===== src/hw/rx_framer_cfg.svh =====
// constants of the receive path framer: offsets, fields, presets, timing
//
// Behaviour
// - swap bit 3 routes input a to auxiliary, input b to main receiver.
// - after reset input a feeds main receiver, input b feeds auxiliary.
// - only the main receiver feeds the decoder; auxiliary only monitors level.
// - level register holds main and auxiliary peak levels of a tag response.
// - filter register bits 7..4 each select one band-pass range.
// - filter register bits 3:2 set gain reduction; bits 1:0 reserved.
// - protocol choice presets the filter register; host may overwrite later.
// - bit decoder yields bits and strobe, tolerating partly corrupted halves.
// - framer builds bytes and drops frame and communication markers.
// - parity and crc are checked and stripped; payload goes to 12-byte fifo.
// - a detected start of frame sets its flag in the interrupt status.
// - end of receive and data present in fifo raise the interrupt line.
// - fifo status register shows the byte count; host reads that many.
// - fifo reaching three quarters (nine bytes) raises an interrupt.
// - framing, parity or crc errors raise interrupt and record their cause.
// - every protocol register write reloads all protocol presets.
// - after transmit, decoders held in reset for wait value times 9.44 us.
// - protocol write presets the receive wait register.
// - no-response timer counts 37.76 us steps from slot start, then flags.
// - protocol write presets the no-response wait register.
// - chip control bit 1 enables the receiver.
`ifndef RX_FRAMER_CFG_SVH
`define RX_FRAMER_CFG_SVH

// register offsets
`define REG_CHIP_CTRL   8'h00
`define REG_PROTOCOL    8'h01
`define REG_NORESP_WAIT 8'h07
`define REG_RX_WAIT     8'h08
`define REG_FILTER_GAIN 8'h0a
`define REG_IRQ_STATUS  8'h0c
`define REG_LEVELS      8'h0f
`define REG_FIFO_STATUS 8'h1c
`define REG_FIFO_DATA   8'h1f

// field positions
`define CHIP_RX_EN_BIT  1
`define CHIP_SWAP_BIT   3
`define PROTO_RATE_BIT  1
`define IRQ_END_RX      7
`define IRQ_SOF         6
`define IRQ_FIFO_HIGH   5
`define IRQ_CRC_ERR     4
`define IRQ_PARITY_ERR  3
`define IRQ_FRAME_ERR   2
`define IRQ_NO_RESP     1
`define IRQ_FIFO_DATA   0

// reset values
`define CHIP_CTRL_RST   8'h00
`define PROTOCOL_RST    8'h02

// presets reloaded on each protocol write, per data rate
`define FILTER_PRESET   8'h40
`define RXWAIT_PRE_HI   8'h1f
`define RXWAIT_PRE_LO   8'h1f
`define NORESP_PRE_HI   8'h0e
`define NORESP_PRE_LO   8'h2f

// fifo and crc
`define FIFO_DEPTH      12
`define FIFO_HIGH_LEVEL 9
`define CRC_PRESET      16'hffff
`define CRC_POLY_REV    16'h8408
`define CRC_RESIDUE     16'hf0b8

// timing
`define CLK_MHZ         25
`define RXWAIT_STEP_NS  9440
`define NORESP_STEP_NS  37760
`define BIT_PERIOD_NS   37760
`define RXWAIT_STEP_CYC (`RXWAIT_STEP_NS * `CLK_MHZ / 1000)
`define NORESP_STEP_CYC (`NORESP_STEP_NS * `CLK_MHZ / 1000)
`define HALF_BIT_CYC    (`BIT_PERIOD_NS * `CLK_MHZ / 2000)

`endif


===== src/hw/rx_framer_pkg.sv =====
// types shared by the receive path framer modules
package rx_framer_pkg;
    typedef enum logic [2:0] {
        DEC_IDLE  = 3'b001,
        DEC_HALF1 = 3'b010,
        DEC_HALF2 = 3'b100
    } dec_state_t;
endpackage : rx_framer_pkg


===== src/hw/rx_fifo_mem.sv =====
// small receive fifo with registered read data
`timescale 1ns/100ps
module rx_fifo_mem #(
    parameter int WIDTH = 8,
    parameter int DEPTH = 12
) (
    input  wire logic                       clock,
    input  wire logic                       rst,
    input  wire logic                       push,
    input  wire logic [WIDTH-1:0]           pushData,
    input  wire logic                       pop,
    output logic      [WIDTH-1:0]           rdData,
    output logic      [$clog2(DEPTH+1)-1:0] count
);
    localparam int PW = $clog2(DEPTH);
    localparam logic [PW-1:0] LAST = PW'(DEPTH - 1);

    logic [WIDTH-1:0]           mem [DEPTH];
    logic [PW-1:0]              wrPtr_ff;
    logic [PW-1:0]              rdPtr_ff;
    logic [$clog2(DEPTH+1)-1:0] count_ff;
    logic                       doPush;
    logic                       doPop;

    // full drops pushes, empty ignores pops
    assign doPush = push && (count_ff != ($clog2(DEPTH+1))'(DEPTH));
    assign doPop  = pop && (count_ff != '0);
    assign count  = count_ff;

    // storage has no reset; only pointers matter
    always_ff @(posedge clock)
    begin
        if (doPush)
            mem[wrPtr_ff] <= pushData;
    end

    // read data leaves through a register
    always_ff @(posedge clock)
    begin
        if (rst)
            rdData <= '0;
        else if (doPop)
            rdData <= mem[rdPtr_ff];
    end

    // pointers wrap by hand since the depth need not be a power of two
    always_ff @(posedge clock)
    begin
        if (rst)
        begin
            wrPtr_ff <= '0;
            rdPtr_ff <= '0;
            count_ff <= '0;
        end
        else
        begin
            if (doPush)
                wrPtr_ff <= (wrPtr_ff == LAST) ? '0 : wrPtr_ff + 1'b1;
            if (doPop)
                rdPtr_ff <= (rdPtr_ff == LAST) ? '0 : rdPtr_ff + 1'b1;
            if (doPush && !doPop)
                count_ff <= count_ff + 1'b1;
            else if (doPop && !doPush)
                count_ff <= count_ff - 1'b1;
        end
    end
endmodule : rx_fifo_mem


===== src/hw/rx_bit_decoder.sv =====
// subcarrier bit decoder: majority vote per half bit, markers as both halves
`timescale 1ns/100ps
module rx_bit_decoder
    import rx_framer_pkg::*;
#(
    parameter int HALF = 472
) (
    input  wire logic clock,
    input  wire logic rst,
    input  wire logic hold,
    input  wire logic subcarrier,
    output logic      bitStrobe,
    output logic      bitValue,
    output logic      sofStrobe,
    output logic      eofStrobe,
    output logic      codeErr
);
    localparam int CW = $clog2(HALF + 1);
    localparam logic [CW-1:0] LAST = CW'(HALF - 1);
    localparam logic [CW-1:0] MAJ  = CW'(HALF / 2);

    dec_state_t    state_ff;
    logic [CW-1:0] cyc_ff;
    logic [CW-1:0] ones_ff;
    logic          firstHalf_ff;
    logic          inFrame_ff;
    logic          halfLevel;

    // voting over the whole half tolerates noisy or clipped patterns
    assign halfLevel = (ones_ff + CW'(subcarrier)) > MAJ;

    always_ff @(posedge clock)
    begin
        bitStrobe <= 1'b0;
        sofStrobe <= 1'b0;
        eofStrobe <= 1'b0;
        codeErr   <= 1'b0;
        if (rst || hold)
        begin
            state_ff     <= DEC_IDLE;
            cyc_ff       <= '0;
            ones_ff      <= '0;
            firstHalf_ff <= 1'b0;
            inFrame_ff   <= 1'b0;
            bitValue     <= 1'b0;
        end
        else
        begin
            case (state_ff)
                DEC_IDLE:
                begin
                    cyc_ff  <= '0;
                    ones_ff <= '0;
                    if (subcarrier)
                        state_ff <= DEC_HALF1;
                end
                DEC_HALF1, DEC_HALF2:
                begin
                    cyc_ff  <= cyc_ff + 1'b1;
                    ones_ff <= ones_ff + CW'(subcarrier);
                    if (cyc_ff == LAST)
                    begin
                        cyc_ff  <= '0;
                        ones_ff <= '0;
                        if (state_ff == DEC_HALF1)
                        begin
                            firstHalf_ff <= halfLevel;
                            state_ff     <= DEC_HALF2;
                        end
                        else
                        begin
                            // classify the symbol: 10/01 data, 11 marker
                            state_ff <= DEC_HALF1;
                            if (firstHalf_ff && halfLevel)
                            begin
                                sofStrobe  <= !inFrame_ff;
                                eofStrobe  <= inFrame_ff;
                                inFrame_ff <= !inFrame_ff;
                                if (inFrame_ff)
                                    state_ff <= DEC_IDLE;
                            end
                            else if (firstHalf_ff != halfLevel && inFrame_ff)
                            begin
                                bitStrobe <= 1'b1;
                                bitValue  <= firstHalf_ff;
                            end
                            else
                            begin
                                codeErr    <= inFrame_ff;
                                inFrame_ff <= 1'b0;
                                state_ff   <= DEC_IDLE;
                            end
                        end
                    end
                end
                default:
                    state_ff <= DEC_IDLE;
            endcase
        end
    end
endmodule : rx_bit_decoder


===== src/hw/rx_path_framer.sv =====
// receive path: input routing, filter setup, framing, fifo, timers, status
`timescale 1ns/100ps
`include "rx_framer_cfg.svh"
module rx_path_framer
    import rx_framer_pkg::*;
#(
    parameter int FIFO_DEPTH = `FIFO_DEPTH,
    parameter int HALF_CYC   = `HALF_BIT_CYC,
    parameter int WAIT_CYC   = `RXWAIT_STEP_CYC,
    parameter int NORESP_CYC = `NORESP_STEP_CYC
) (
    input  wire logic       clock,
    input  wire logic       rst,
    input  wire logic [7:0] regAddr,
    input  wire logic [7:0] regWrData,
    input  wire logic       regWrite,
    input  wire logic       regRead,
    output logic      [7:0] regRdData,
    input  wire logic       rxInputA,
    input  wire logic       rxInputB,
    input  wire logic [2:0] levelMain,
    input  wire logic [2:0] levelAux,
    input  wire logic       txEnd,
    input  wire logic       slotStart,
    output logic            mainFromB,
    output logic            auxMonitor,
    output logic            receiverOn,
    output logic      [3:0] filterBand,
    output logic      [1:0] gainReduction,
    output logic            irq
);
    localparam int CNTW = $clog2(FIFO_DEPTH + 1);

    // pin inputs pass two flip-flops first
    logic [1:0] syncA_ff;
    logic [1:0] syncB_ff;
    logic [2:0] lvlMainS1_ff;
    logic [2:0] lvlMainS2_ff;
    logic [2:0] lvlAuxS1_ff;
    logic [2:0] lvlAuxS2_ff;

    logic [7:0] chipCtrl_ff;
    logic [7:0] protocol_ff;
    logic [7:0] noRespWait_ff;
    logic [7:0] rxWait_ff;
    logic [7:0] filterGain_ff;
    logic [7:0] irqStatus_ff;
    logic [2:0] peakMain_ff;
    logic [2:0] peakAux_ff;
    logic [7:0] rdReg_ff;
    logic       rdFifo_ff;
    logic [7:0] irqSet;
    logic [7:0] irqClr;

    logic       mainSignal;
    logic       decHold;
    logic       bitStrobe;
    logic       bitValue;
    logic       sofStrobe;
    logic       eofStrobe;
    logic       codeErr;

    logic [8:0]  shift_ff;
    logic [3:0]  bitCnt_ff;
    logic [7:0]  hold0_ff;
    logic [7:0]  hold1_ff;
    logic [1:0]  held_ff;
    logic [15:0] crc_ff;
    logic        receiving_ff;
    logic        byteDone;
    logic [7:0]  byteData;
    logic        fifoPush;
    logic        fifoPop;
    logic [7:0]  fifoRdData;
    logic [CNTW-1:0] fifoCount;
    logic [CNTW-1:0] prevCount_ff;

    logic [8:0]  waitPre_ff;
    logic [7:0]  waitCnt_ff;
    logic [9:0]  nrPre_ff;
    logic [7:0]  nrCnt_ff;
    logic        nrActive_ff;
    logic        noRespHit;

    logic wrProto;

    // reflected crc-16 over one byte, lsb first
    function automatic logic [15:0] crcByte(input logic [15:0] c,
                                            input logic [7:0]  d);
        logic [15:0] r;
        r = c ^ {8'h00, d};
        for (int i = 0; i < 8; i++)
            r = r[0] ? ((r >> 1) ^ `CRC_POLY_REV) : (r >> 1);
        return r;
    endfunction : crcByte

    always_ff @(posedge clock)
    begin
        syncA_ff     <= {syncA_ff[0], rxInputA};
        syncB_ff     <= {syncB_ff[0], rxInputB};
        lvlMainS1_ff <= levelMain;
        lvlMainS2_ff <= lvlMainS1_ff;
        lvlAuxS1_ff  <= levelAux;
        lvlAuxS2_ff  <= lvlAuxS1_ff;
    end

    // input routing; only the main path reaches the decoder
    assign mainFromB  = chipCtrl_ff[`CHIP_SWAP_BIT];
    assign mainSignal = mainFromB ? syncB_ff[1] : syncA_ff[1];
    assign auxMonitor = mainFromB ? syncA_ff[1] : syncB_ff[1];
    assign receiverOn = chipCtrl_ff[`CHIP_RX_EN_BIT];
    assign filterBand    = filterGain_ff[7:4];
    assign gainReduction = filterGain_ff[3:2];

    assign wrProto = regWrite && (regAddr == `REG_PROTOCOL);

    // host registers; a protocol write reloads every preset it owns
    always_ff @(posedge clock)
    begin
        if (rst)
        begin
            chipCtrl_ff   <= `CHIP_CTRL_RST;
            protocol_ff   <= `PROTOCOL_RST;
            filterGain_ff <= `FILTER_PRESET;
            rxWait_ff     <= `RXWAIT_PRE_HI;
            noRespWait_ff <= `NORESP_PRE_HI;
        end
        else if (wrProto)
        begin
            protocol_ff   <= regWrData;
            filterGain_ff <= `FILTER_PRESET;
            rxWait_ff     <= regWrData[`PROTO_RATE_BIT] ?
                             `RXWAIT_PRE_HI : `RXWAIT_PRE_LO;
            noRespWait_ff <= regWrData[`PROTO_RATE_BIT] ?
                             `NORESP_PRE_HI : `NORESP_PRE_LO;
        end
        else if (regWrite)
        begin
            case (regAddr)
                `REG_CHIP_CTRL:   chipCtrl_ff   <= regWrData;
                `REG_NORESP_WAIT: noRespWait_ff <= regWrData;
                `REG_RX_WAIT:     rxWait_ff     <= regWrData;
                // reserved low bits stay zero
                `REG_FILTER_GAIN: filterGain_ff <= {regWrData[7:2], 2'b00};
                default:          ;
            endcase
        end
    end

    // read path: one cycle latency, fifo data from the memory's register
    assign fifoPop = regRead && (regAddr == `REG_FIFO_DATA);
    always_ff @(posedge clock)
    begin
        if (rst)
        begin
            rdReg_ff  <= 8'h00;
            rdFifo_ff <= 1'b0;
        end
        else if (regRead)
        begin
            rdFifo_ff <= fifoPop;
            case (regAddr)
                `REG_CHIP_CTRL:   rdReg_ff <= chipCtrl_ff;
                `REG_PROTOCOL:    rdReg_ff <= protocol_ff;
                `REG_NORESP_WAIT: rdReg_ff <= noRespWait_ff;
                `REG_RX_WAIT:     rdReg_ff <= rxWait_ff;
                `REG_FILTER_GAIN: rdReg_ff <= filterGain_ff;
                `REG_IRQ_STATUS:  rdReg_ff <= irqStatus_ff;
                `REG_LEVELS:      rdReg_ff <= {2'b01, peakAux_ff,
                                               peakMain_ff};
                `REG_FIFO_STATUS: rdReg_ff <= 8'(fifoCount);
                default:          rdReg_ff <= 8'h00;
            endcase
        end
    end
    assign regRdData = rdFifo_ff ? fifoRdData : rdReg_ff;

    // peak levels of both receivers, cleared by each transmit
    always_ff @(posedge clock)
    begin
        if (rst || txEnd)
        begin
            peakMain_ff <= 3'h0;
            peakAux_ff  <= 3'h0;
        end
        else if (receiving_ff)
        begin
            if (lvlMainS2_ff > peakMain_ff)
                peakMain_ff <= lvlMainS2_ff;
            if (lvlAuxS2_ff > peakAux_ff)
                peakAux_ff <= lvlAuxS2_ff;
        end
    end

    // receive wait: decoders held after transmit ends
    always_ff @(posedge clock)
    begin
        if (rst)
        begin
            waitCnt_ff <= 8'h00;
            waitPre_ff <= 9'h000;
        end
        else if (txEnd)
        begin
            waitCnt_ff <= rxWait_ff;
            waitPre_ff <= 9'h000;
        end
        else if (waitCnt_ff != 8'h00)
        begin
            // step tick from the reference clock
            if (waitPre_ff == 9'(WAIT_CYC - 1))
            begin
                waitPre_ff <= 9'h000;
                waitCnt_ff <= waitCnt_ff - 1'b1;
            end
            else
                waitPre_ff <= waitPre_ff + 1'b1;
        end
    end
    assign decHold = txEnd || (waitCnt_ff != 8'h00) || !receiverOn;

    // no-response timer from slot start until a start of frame
    assign noRespHit = nrActive_ff && (nrCnt_ff == noRespWait_ff);
    always_ff @(posedge clock)
    begin
        if (rst)
        begin
            nrActive_ff <= 1'b0;
            nrCnt_ff    <= 8'h00;
            nrPre_ff    <= 10'h000;
        end
        else if (slotStart)
        begin
            nrActive_ff <= 1'b1;
            nrCnt_ff    <= 8'h00;
            nrPre_ff    <= 10'h000;
        end
        else if (sofStrobe || noRespHit)
            nrActive_ff <= 1'b0;
        else if (nrActive_ff)
        begin
            if (nrPre_ff == 10'(NORESP_CYC - 1))
            begin
                nrPre_ff <= 10'h000;
                nrCnt_ff <= nrCnt_ff + 1'b1;
            end
            else
                nrPre_ff <= nrPre_ff + 1'b1;
        end
    end

    rx_bit_decoder #(
        .HALF       (HALF_CYC)
    ) decoder (
        .clock      (clock),
        .rst        (rst),
        .hold       (decHold),
        .subcarrier (mainSignal),
        .bitStrobe  (bitStrobe),
        .bitValue   (bitValue),
        .sofStrobe  (sofStrobe),
        .eofStrobe  (eofStrobe),
        .codeErr    (codeErr)
    );

    // bytes of eight data bits and odd parity, lsb first
    assign byteDone = bitStrobe && (bitCnt_ff == 4'd8);
    assign byteData = shift_ff[8:1];
    // two bytes ride behind so the closing crc never enters the fifo
    assign fifoPush = byteDone && (held_ff == 2'd2);

    always_ff @(posedge clock)
    begin
        if (rst || sofStrobe)
        begin
            // markers only restart framing, nothing is stored for them
            shift_ff     <= 9'h000;
            bitCnt_ff    <= 4'd0;
            held_ff      <= 2'd0;
            crc_ff       <= `CRC_PRESET;
            receiving_ff <= sofStrobe;
            hold0_ff     <= 8'h00;
            hold1_ff     <= 8'h00;
        end
        else if (eofStrobe || codeErr)
            receiving_ff <= 1'b0;
        else if (bitStrobe && receiving_ff)
        begin
            shift_ff  <= {bitValue, shift_ff[8:1]};
            bitCnt_ff <= (bitCnt_ff == 4'd8) ? 4'd0 : bitCnt_ff + 1'b1;
            if (byteDone)
            begin
                crc_ff   <= crcByte(crc_ff, byteData);
                hold0_ff <= byteData;
                hold1_ff <= hold0_ff;
                if (held_ff != 2'd2)
                    held_ff <= held_ff + 1'b1;
            end
        end
    end

    rx_fifo_mem #(
        .WIDTH    (8),
        .DEPTH    (FIFO_DEPTH)
    ) fifo (
        .clock    (clock),
        .rst      (rst),
        .push     (fifoPush && receiving_ff),
        .pushData (hold1_ff),
        .pop      (fifoPop),
        .rdData   (fifoRdData),
        .count    (fifoCount)
    );

    // status events; a set in the cycle of a clearing read wins
    always_comb
    begin
        irqSet = 8'h00;
        irqSet[`IRQ_SOF]        = sofStrobe;
        irqSet[`IRQ_END_RX]     = receiving_ff &&
                                  (eofStrobe || codeErr);
        irqSet[`IRQ_FIFO_DATA]  = fifoCount != '0 &&
                                  prevCount_ff == '0;
        irqSet[`IRQ_FIFO_HIGH]  = fifoCount == CNTW'(`FIFO_HIGH_LEVEL) &&
                                  prevCount_ff != fifoCount;
        irqSet[`IRQ_PARITY_ERR] = byteDone && receiving_ff &&
                                  !(^shift_ff[8:1] ^ bitValue);
        irqSet[`IRQ_FRAME_ERR]  = receiving_ff && (codeErr ||
                                  (eofStrobe && (bitCnt_ff != 4'd0 ||
                                   held_ff != 2'd2)) ||
                                  (fifoPush &&
                                   fifoCount == CNTW'(FIFO_DEPTH)));
        irqSet[`IRQ_CRC_ERR]    = receiving_ff && eofStrobe &&
                                  crc_ff != `CRC_RESIDUE;
        irqSet[`IRQ_NO_RESP]    = noRespHit;
        irqClr = (regRead && regAddr == `REG_IRQ_STATUS) ? 8'hff : 8'h00;
    end

    always_ff @(posedge clock)
    begin
        if (rst)
        begin
            irqStatus_ff <= 8'h00;
            prevCount_ff <= '0;
        end
        else
        begin
            irqStatus_ff <= (irqStatus_ff & ~irqClr) | irqSet;
            prevCount_ff <= fifoCount;
        end
    end

    // line stays high until software reads the status register
    assign irq = irqStatus_ff != 8'h00;
endmodule : rx_path_framer


===== config.mk =====
export PLATFORM = sky130hd
export DESIGN_NAME = rx_path_framer
export DESIGN_NICKNAME = d
export VERILOG_FILES = /design/src/hw/rx_framer_pkg.sv /design/src/hw/rx_fifo_mem.sv /design/src/hw/rx_bit_decoder.sv /design/src/hw/rx_path_framer.sv
export VERILOG_INCLUDE_DIRS = /design/src /design/src/hw
export SDC_FILE = /design/constraint.sdc
export NUM_CORES = 1
export LEC_CHECK = 0
export BUFFER_PORTS_ARGS = -buffer_cell sky130_fd_sc_hd__buf_2
export CAP_MARGIN = 20
export CORE_MARGIN = 8
export CORE_UTILIZATION = 62
export DETAILED_ROUTE_END_ITERATION = 8
export PLACE_DENSITY = 0.8
export SYNTH_ARGS = -nofsm -noshare
export SYNTH_HDL_FRONTEND = slang
export SYNTH_SLANG_ARGS = --single-unit
export TNS_END_PERCENT = 50

===== constraint.sdc =====
create_clock -name clock -period 4.2 [get_ports clock]
set_clock_uncertainty 0.2 [all_clocks]
set_input_delay 0.84 -clock clock [delete_from_list [all_inputs] [get_ports clock]]
set_output_delay 0.84 -clock clock [all_outputs]
set_load 0.005 [all_outputs]

== After elaboration in Yosys (flattened, before gate mapping) ==
Memories as Yosys holds them, arrays and structs flattened. A register that Yosys moved wholly into a read port is not among the register bits.
Cells that the tools add are included.

* Input port bits: 30
* Logic and storage cells: 231
* ROM bits: 0
* Bits in latches: 0
* Register bits: 205
* Memories: 1
* RAM bits: 96

{| class="wikitable"
|+ Memory list
! memory !! depth !! bits a word !! read ports !! clocked after Yosys merged registers in !! wr ports !! line !! RTL
|-
| fifo.mem || 12 || 8 || 1 || 1 || 1 || rx_fifo_mem.sv:18 || <nowiki>logic [WIDTH-1:0] mem [DEPTH];</nowiki>
|}

* Divide/modulo/power cells: 0
* $lt $le $gt $ge: 3
* Multiply operators: 0
* Shifts and indexed selects: 0
* Equality and inequality tests: 29
* Add/subtract/negate cells: 12
* Bitwise logic cells: 20
* Muxes and demuxes: 47
* Reduce and logical (&&, ||, !) cells: 77

{| class="wikitable"
|+ Operator list
! operator !! number
|-
| $mux 16 || 8
|-
| $mux 8 || 8
|-
| $pmux 8 s8 || 1
|-
| $pmux 9 s2 || 2
|-
| $eq 8x4->1 const B || 4
|-
| $mux 9 || 3
|-
| $logic_and 1x1->1 || 24
|-
| $not 2->3 || 8
|-
| $eq 4x4->1 const B || 5
|-
| $mux 4 || 5
|-
| $add 9x1->9 const B || 2
|-
| $reduce_and 2->1 || 9
|-
| $add 4x1->4 const B || 4
|-
| $eq 8x5->1 const B || 2
|-
| $ne 16x16->1 const B || 1
|-
| $reduce_bool 2->1 || 8
|-
| $reduce_bool 8->1 || 2
|-
| $xor 16x8->16 || 1
|-
| $mux 3 || 4
|-
| $reduce_and 3->1 || 4
|-
| $mux 1 || 11
|-
| $add 10x1->10 const B || 1
|-
| $eq 10x10->1 const B || 1
|-
| $logic_or 1x1->1 || 10
|-
| 40 further kinds || 60
|}

== Logic depth before layout (Yosys ltp) ==
* Depth in word-level cells: 17
* Mapped depth: 14
* Mapped depth without buffers: 14

== By module ==
A second synthesis with hierarchy kept.

* Cells, all modules: 1263
* Area, all modules: 13630.6 um2

{| class="wikitable"
|+ By module, submodules not included
! module !! cells each !! instances !! seq. area each (um2) !! area an instance (um2)
|-
| rx_path_framer || 805 || 1 || 3293.2 || 7405.9
|-
| rx_fifo_mem || 267 || 1 || 3283.1 || 4662.0
|-
| rx_bit_decoder || 191 || 1 || 560.5 || 1562.7
|}

== Least setup slack after synthesis ==
No wires, ideal clock.

* Kind: in2reg
* Start: input regAddr[5]
* End: register fifo.count_ff[3], in the netlist fifo.count[3]
* Data arrival time: 3.378 ns
* Library setup time: 0.070 ns
* Cell stages on the path: 11
* Data required time: 3.930 ns
* Path slack: 0.552 ns
* Buffers on the path: 0
* Path through: or3_1 nor4_1 inv_1 ha_1 inv_1 ha_1 a21o_1 a21oi_1 xnor2_1 or3_1 a21oi_1

* Cells in the longest elaborated chain, start to end: 6
* Elaborated cells on any way between the ends: 8

{| class="wikitable"
|+ Ends and longest elaborated chain
! item !! line !! RTL
|-
| start, declared || rx_path_framer.sv:14 || <nowiki>input wire logic [7:0] regAddr,</nowiki>
|-
| $eq 8x5->1 (no source line) (*) || -- ||
|-
| $logic_and 1x1->1 (*) || rx_path_framer.sv:151 || <nowiki>assign fifoPop = regRead && (regAddr == `REG_FIFO_DATA);</nowiki>
|-
| $logic_and 1x1->1 (*) || rx_fifo_mem.sv:27 || <nowiki>assign doPop = pop && (count_ff != '0);</nowiki>
|-
| $logic_not 1->1 || rx_fifo_mem.sv:61 || <nowiki>if (doPush && !doPop)</nowiki>
|-
| $logic_and 1x1->1 || rx_fifo_mem.sv:61 ||
|-
| $mux 4 / $reduce_bool 2->1 (equally long branches) || -- ||
|-
| end signal, assigned || rx_fifo_mem.sv:62 || <nowiki>count_ff <= count_ff + 1'b1;</nowiki>
|-
| end signal, assigned || rx_fifo_mem.sv:64 || <nowiki>count_ff <= count_ff - 1'b1;</nowiki>
|-
| end, declared || rx_fifo_mem.sv:21 || <nowiki>logic [$clog2(DEPTH+1)-1:0] count_ff;</nowiki>
|}

Mark *: on every way between the ends. The rest lies on a longest branch, timed or not.
A chain may end at the register's enable or synchronous reset.

== Worst setup path after layout ==
* Start: register chipCtrl_ff[3]
* End: register decoder.state_ff[1]

* Cells in the longest elaborated chain, start to end: 10
* Elaborated cells on any way between the ends: 13

{| class="wikitable"
|+ Ends and longest elaborated chain
! item !! line !! RTL
|-
| start, declared || rx_path_framer.sv:42 || <nowiki>logic [7:0] chipCtrl_ff;</nowiki>
|-
| start signal, assigned || rx_path_framer.sv:122 || <nowiki>chipCtrl_ff <= `CHIP_CTRL_RST;</nowiki>
|-
| start signal, assigned || rx_path_framer.sv:140 || <nowiki>`REG_CHIP_CTRL: chipCtrl_ff <= regWrData;</nowiki>
|-
| $mux 1 (*) || rx_path_framer.sv:109 || <nowiki>assign mainSignal = mainFromB ? syncB_ff[1] : syncA_ff[1];</nowiki>
|-
| $add 9x1->9 (*) || rx_bit_decoder.sv:30 || <nowiki>assign halfLevel = (ones_ff + CW'(subcarrier)) > MAJ;</nowiki>
|-
| $gt 9x8->1 (*) || rx_bit_decoder.sv:30 ||
|-
| via decoder.halfLevel || rx_bit_decoder.sv:27 || <nowiki>logic halfLevel;</nowiki>
|-
| $ne 1x1->1 || rx_bit_decoder.sv:82 || <nowiki>else if (firstHalf_ff != halfLevel && inFrame_ff)</nowiki>
|-
| $logic_and 1x1->1 || rx_bit_decoder.sv:82 ||
|-
| $mux 2 || rx_bit_decoder.sv:82 ||
|-
| $mux 3 (*) || rx_bit_decoder.sv:74 || <nowiki>if (firstHalf_ff && halfLevel)</nowiki>
|-
| $mux 3 (*) || rx_bit_decoder.sv:65 || <nowiki>if (state_ff == DEC_HALF1)</nowiki>
|-
| $mux 3 (*) || rx_bit_decoder.sv:61 || <nowiki>if (cyc_ff == LAST)</nowiki>
|-
| $pmux 3 s2 (*) || rx_bit_decoder.sv:49 || <nowiki>case (state_ff)</nowiki>
|-
| end signal, assigned || rx_bit_decoder.sv:55 || <nowiki>state_ff <= DEC_HALF1;</nowiki>
|-
| end signal, assigned || rx_bit_decoder.sv:68 || <nowiki>state_ff <= DEC_HALF2;</nowiki>
|-
| end signal, assigned || rx_bit_decoder.sv:73 || <nowiki>state_ff <= DEC_HALF1;</nowiki>
|-
| end, declared || rx_bit_decoder.sv:22 || <nowiki>dec_state_t state_ff;</nowiki>
|}

Mark *: on every way through the listed nets, which the timed path passes. The rest lies on a longest branch. The select of a mux whose other input is x is not followed.

==> out/qor.csv <==
stage;metric;value;unit
worst_setup_path;Critical Path Sink Type;flop;
clock_tree;Max Buffers Root-to-Sink;3;
placement;# placed instances;1616;
die;Die H;164;um
die;Initial Util;62.9;%
clock_tree;Post-CTS Hold Buffers;0;
placement;GPL Wtd Cong;0.904;
worst_setup_path;data arrival time of the critical path;3.89;ns
die;core region area;0.0217;mm^2
synth;syn_nets;1403;
detailed_routing;DR vias;10200;
placement;IO buf count;47;
timing;Worst slew margin;24.2;%
placement;hpwl dp;20200;um
final_layout;Finished Layout Cells;1680;
grt;total grt overflow;0;
clock_tree;cts repair resizes;0;
grt;GRT Util Overall;22.8;%
synth;Post-Syn Area per Cell;10.1;um^2
timing;RSZ-0062 raised after global routing;no;
timing;Final min period;3.71;ns
clock_tree;H-tree depth;2;
timing;final setup fails;0;
power_and_ir_drop;Clock power frac;48.4;%
synth;Synth area leaders;dfxtp_1 (31%), edfxtp_1 (21%), nand2_1 (4.7%);
final_layout;# fillers;1548;
synth;Cells after Synth;1347;
clock_tree;worst skew pair latency;0.51;ns
detailed_routing;Post-Route WL;30300;um
synth;post-synth top area cell;dfxtp_1;
synth;synth warn;0;
synth;register area share after synthesis;52.4;%
detailed_routing;drt pass-1 iters;5;
die;# rows;54;
power_and_ir_drop;highest ir drop seen on vdd;0.000362;V
final_layout;Register Area;0.00714;mm^2
grt;first-pass GRT wire length;50300;um
timing;Max Clock Freq;270;MHz
detailed_routing;post-route ant nets;0;
final_layout;share of layout cells above drive strength 1;12.6;%
clock_tree;clock-pin slew on the worst setup and hold paths;0.06;ns
worst_hold_path;Hold WC Path Type;reg2reg;
power_and_ir_drop;Comb power frac;2.5;%
run;max-cap violations;0;
timing;Final Hold Viols;0;
timing;Slew Limit Fails;0;
synth;Syn Std Cell Area;0.0136;mm^2
final_layout;Layout Area Growth over Synthesis;12.1;%
detailed_routing;DRC;0;
final_layout;multi-input logic area;0.00608;mm^2
die;Die ar.;0.0270;mm^2
timing;Total Neg Setup Slack;0;ns
detailed_routing;Initial DRC Count;949;
synth;Top FF cell, synth;dfxtp_1;
final_layout;fin util;70.4;%
worst_setup_path;Worst EP required;4.39;ns
grt;antenna violations before repair;1;
placement;DP Worst Slack;0.545;ns
final_layout;Final #Nets;1430;
power_and_ir_drop;Internal;0.00500;W
final_layout;ANT cells;0;
synth;Netlist cell types;71;
grt;vias in the first global route;10100;
clock_tree;CTS Root Cell;clkbuf_16;
worst_setup_path;CP Launch Type;flop;
power_and_ir_drop;sw frac;20.5;%
synth;ys async rst share;0;%
clock_tree;# Post-CTS Setup Buffers;0;
clock_tree;Sinks on Clock Net;308;
power_and_ir_drop;P_sw;0.00129;W
power_and_ir_drop;Sequential Power Share;49.0;%
power_and_ir_drop;Pwr per Cell Area;412;mW/mm^2
clock_tree;Num CTS Buffers;34;
die;die width;164;um
timing;slew at the pin with the worst max-slew slack;1.13;ns
synth;register bit total from synthesis;308;
synth;Post-synth EDFFs;97;
timing;Final period util;88.3;%
detailed_routing;Wirelength per Cell;18.0;um
die;I/O pins;48;
timing;Final WS setup;0.493;ns
detailed_routing;Vias per Instance;6.08;
status;status;finished clean;
grt;largest net degree at the start of global routing;48;
synth;post-synth top area share;31.0;%
worst_setup_path;Critical Path Fanout Max;5;
clock_tree;CTS tree;built;
worst_setup_path;kind of critical path;reg2reg;
power_and_ir_drop;leakage power;5.38;nW
area by class of cell:
type / instances / share of cell area [%]
multi-input cells: 923 / 39.8
clock inverters: 11 / 0.794
flip-flops and latches: 308 / 46.7
clock buffers: 51 / 6.93
well taps: 280 / 2.29
repair buffers: 66 / 2.44
inverters: 41 / 1.01
stage by stage:
step	cell area [um^2]	hold WS (ns)	power (W)
floorplan	13600	0.110	0.00325
global placement	14100	0.112	0.00330
detailed placement	14100	0.112	0.00331
CTS	15300	0.126	0.00634
global route	15300	0.132	0.00647
finish	15300	0.126	0.00630
power groups by stage:
stage                     Combinational, W  Sequential, W  Clock (W)
after floorplan                   0.000106        0.00314          0
after global placement            0.000153        0.00315          0
after detailed placement          0.000157        0.00315          0
after CTS                         0.000158        0.00308    0.00310
after global routing              0.000175        0.00309    0.00321
final                             0.000160        0.00309    0.00305
sequential cells by signal (all words and copies together), names as in the netlist, 9 cells and up:
signal           cells
crc_ff              16
waitPre_ff           9
decoder.cyc_ff       9
decoder.ones_ff      9
fifo.mem            96
nrPre_ff            10
cells in the final DEF (no fill, tap or decap), types with 24 or more instances in the layout:
master,synthesis,final
a21oi_1,114,114
buf_2,3,49
clkbuf_16,0,37
dfxtp_1,211,210
edfxtp_1,97,97
ha_1,25,25
inv_1,39,39
mux2i_1,31,31
mux4_2,24,24
nand2_1,169,169
nand3_1,38,38
nor2_1,107,107
nor3_1,27,27
o21ai_0,36,36
xnor2_1,52,52
critical path: stages, from the launching register on:
cell and delay (ns):
dfxtp_1 0.43, mux2_2 0.38, ha_1 0.23, ha_1 0.34
nor3_1 0.22, a211oi_1 0.08, o311a_1 0.31, nor4_1 0.28
a21oi_1 0.09, ha_1 0.35, nand3b_1 0.15, nand2_1 0.09
and3_1 0.18, o21ai_0 0.17, a21oi_1 0.09
synth_stat cells (13+ instances only):
library cell / n
xor2_1: 15
o22ai_1: 13
mux4_2: 24
clkbuf_1: 68
nand2b_1: 19
nor4_1: 14
mux2i_1: 31
mux2_2: 14
and2_1: 13
or3_1: 14
ha_1: 25
inv_1: 39
o211ai_1: 23
nor2_1: 107
nor3_1: 27
dfxtp_1: 211
nand2_1: 169
a22oi_1: 16
a21oi_1: 114
xnor2_1: 52
o21ai_0: 36
nand3_1: 38
edfxtp_1: 97
cell families (layout without fill, tap and decap cells):
| family | Yosys count | after routing | share of synthesized area, % |
|---|---|---|---|
| simple gates | 486 | 486 | 17.8 |
| flops | 308 | 308 | 52.4 |
| compound gates | 275 | 275 | 12.5 |
| buf+inv | 116 | 169 | 3.22 |
| mux | 69 | 69 | 7.40 |
| xor+xnor | 67 | 67 | 4.30 |
| fa+ha+maj | 26 | 26 | 2.44 |
layer usage:
layer	vias up	global-route usage [%]	part of all wire, %
met1	4945	30.4	44
met4	0	8.31	2.5
met5	-	0	0
li1	4913	-	-
met2	301	37.5	48
met3	62	3.13	5.3
worst paths after layout:
path | startpoint | end | slack (ns) | cells after the start
setup reg to reg | chipCtrl_ff[3]$_SDFFE_PP0P_ | decoder.state_ff[1]$_SDFFE_PP0P_ | 0.49 | 14
hold reg to reg | lvlAuxS1_ff[2]$_DFF_P_ | lvlAuxS2_ff[2]$_DFF_P_ | 0.13 | 0
hold / removal | lvlAuxS1_ff[2]$_DFF_P_ | lvlAuxS2_ff[2]$_DFF_P_ | 0.13 | 0
setup / recovery | chipCtrl_ff[3]$_SDFFE_PP0P_ | decoder.state_ff[1]$_SDFFE_PP0P_ | 0.49 | 14
Power figures use the tool's default switching activity.
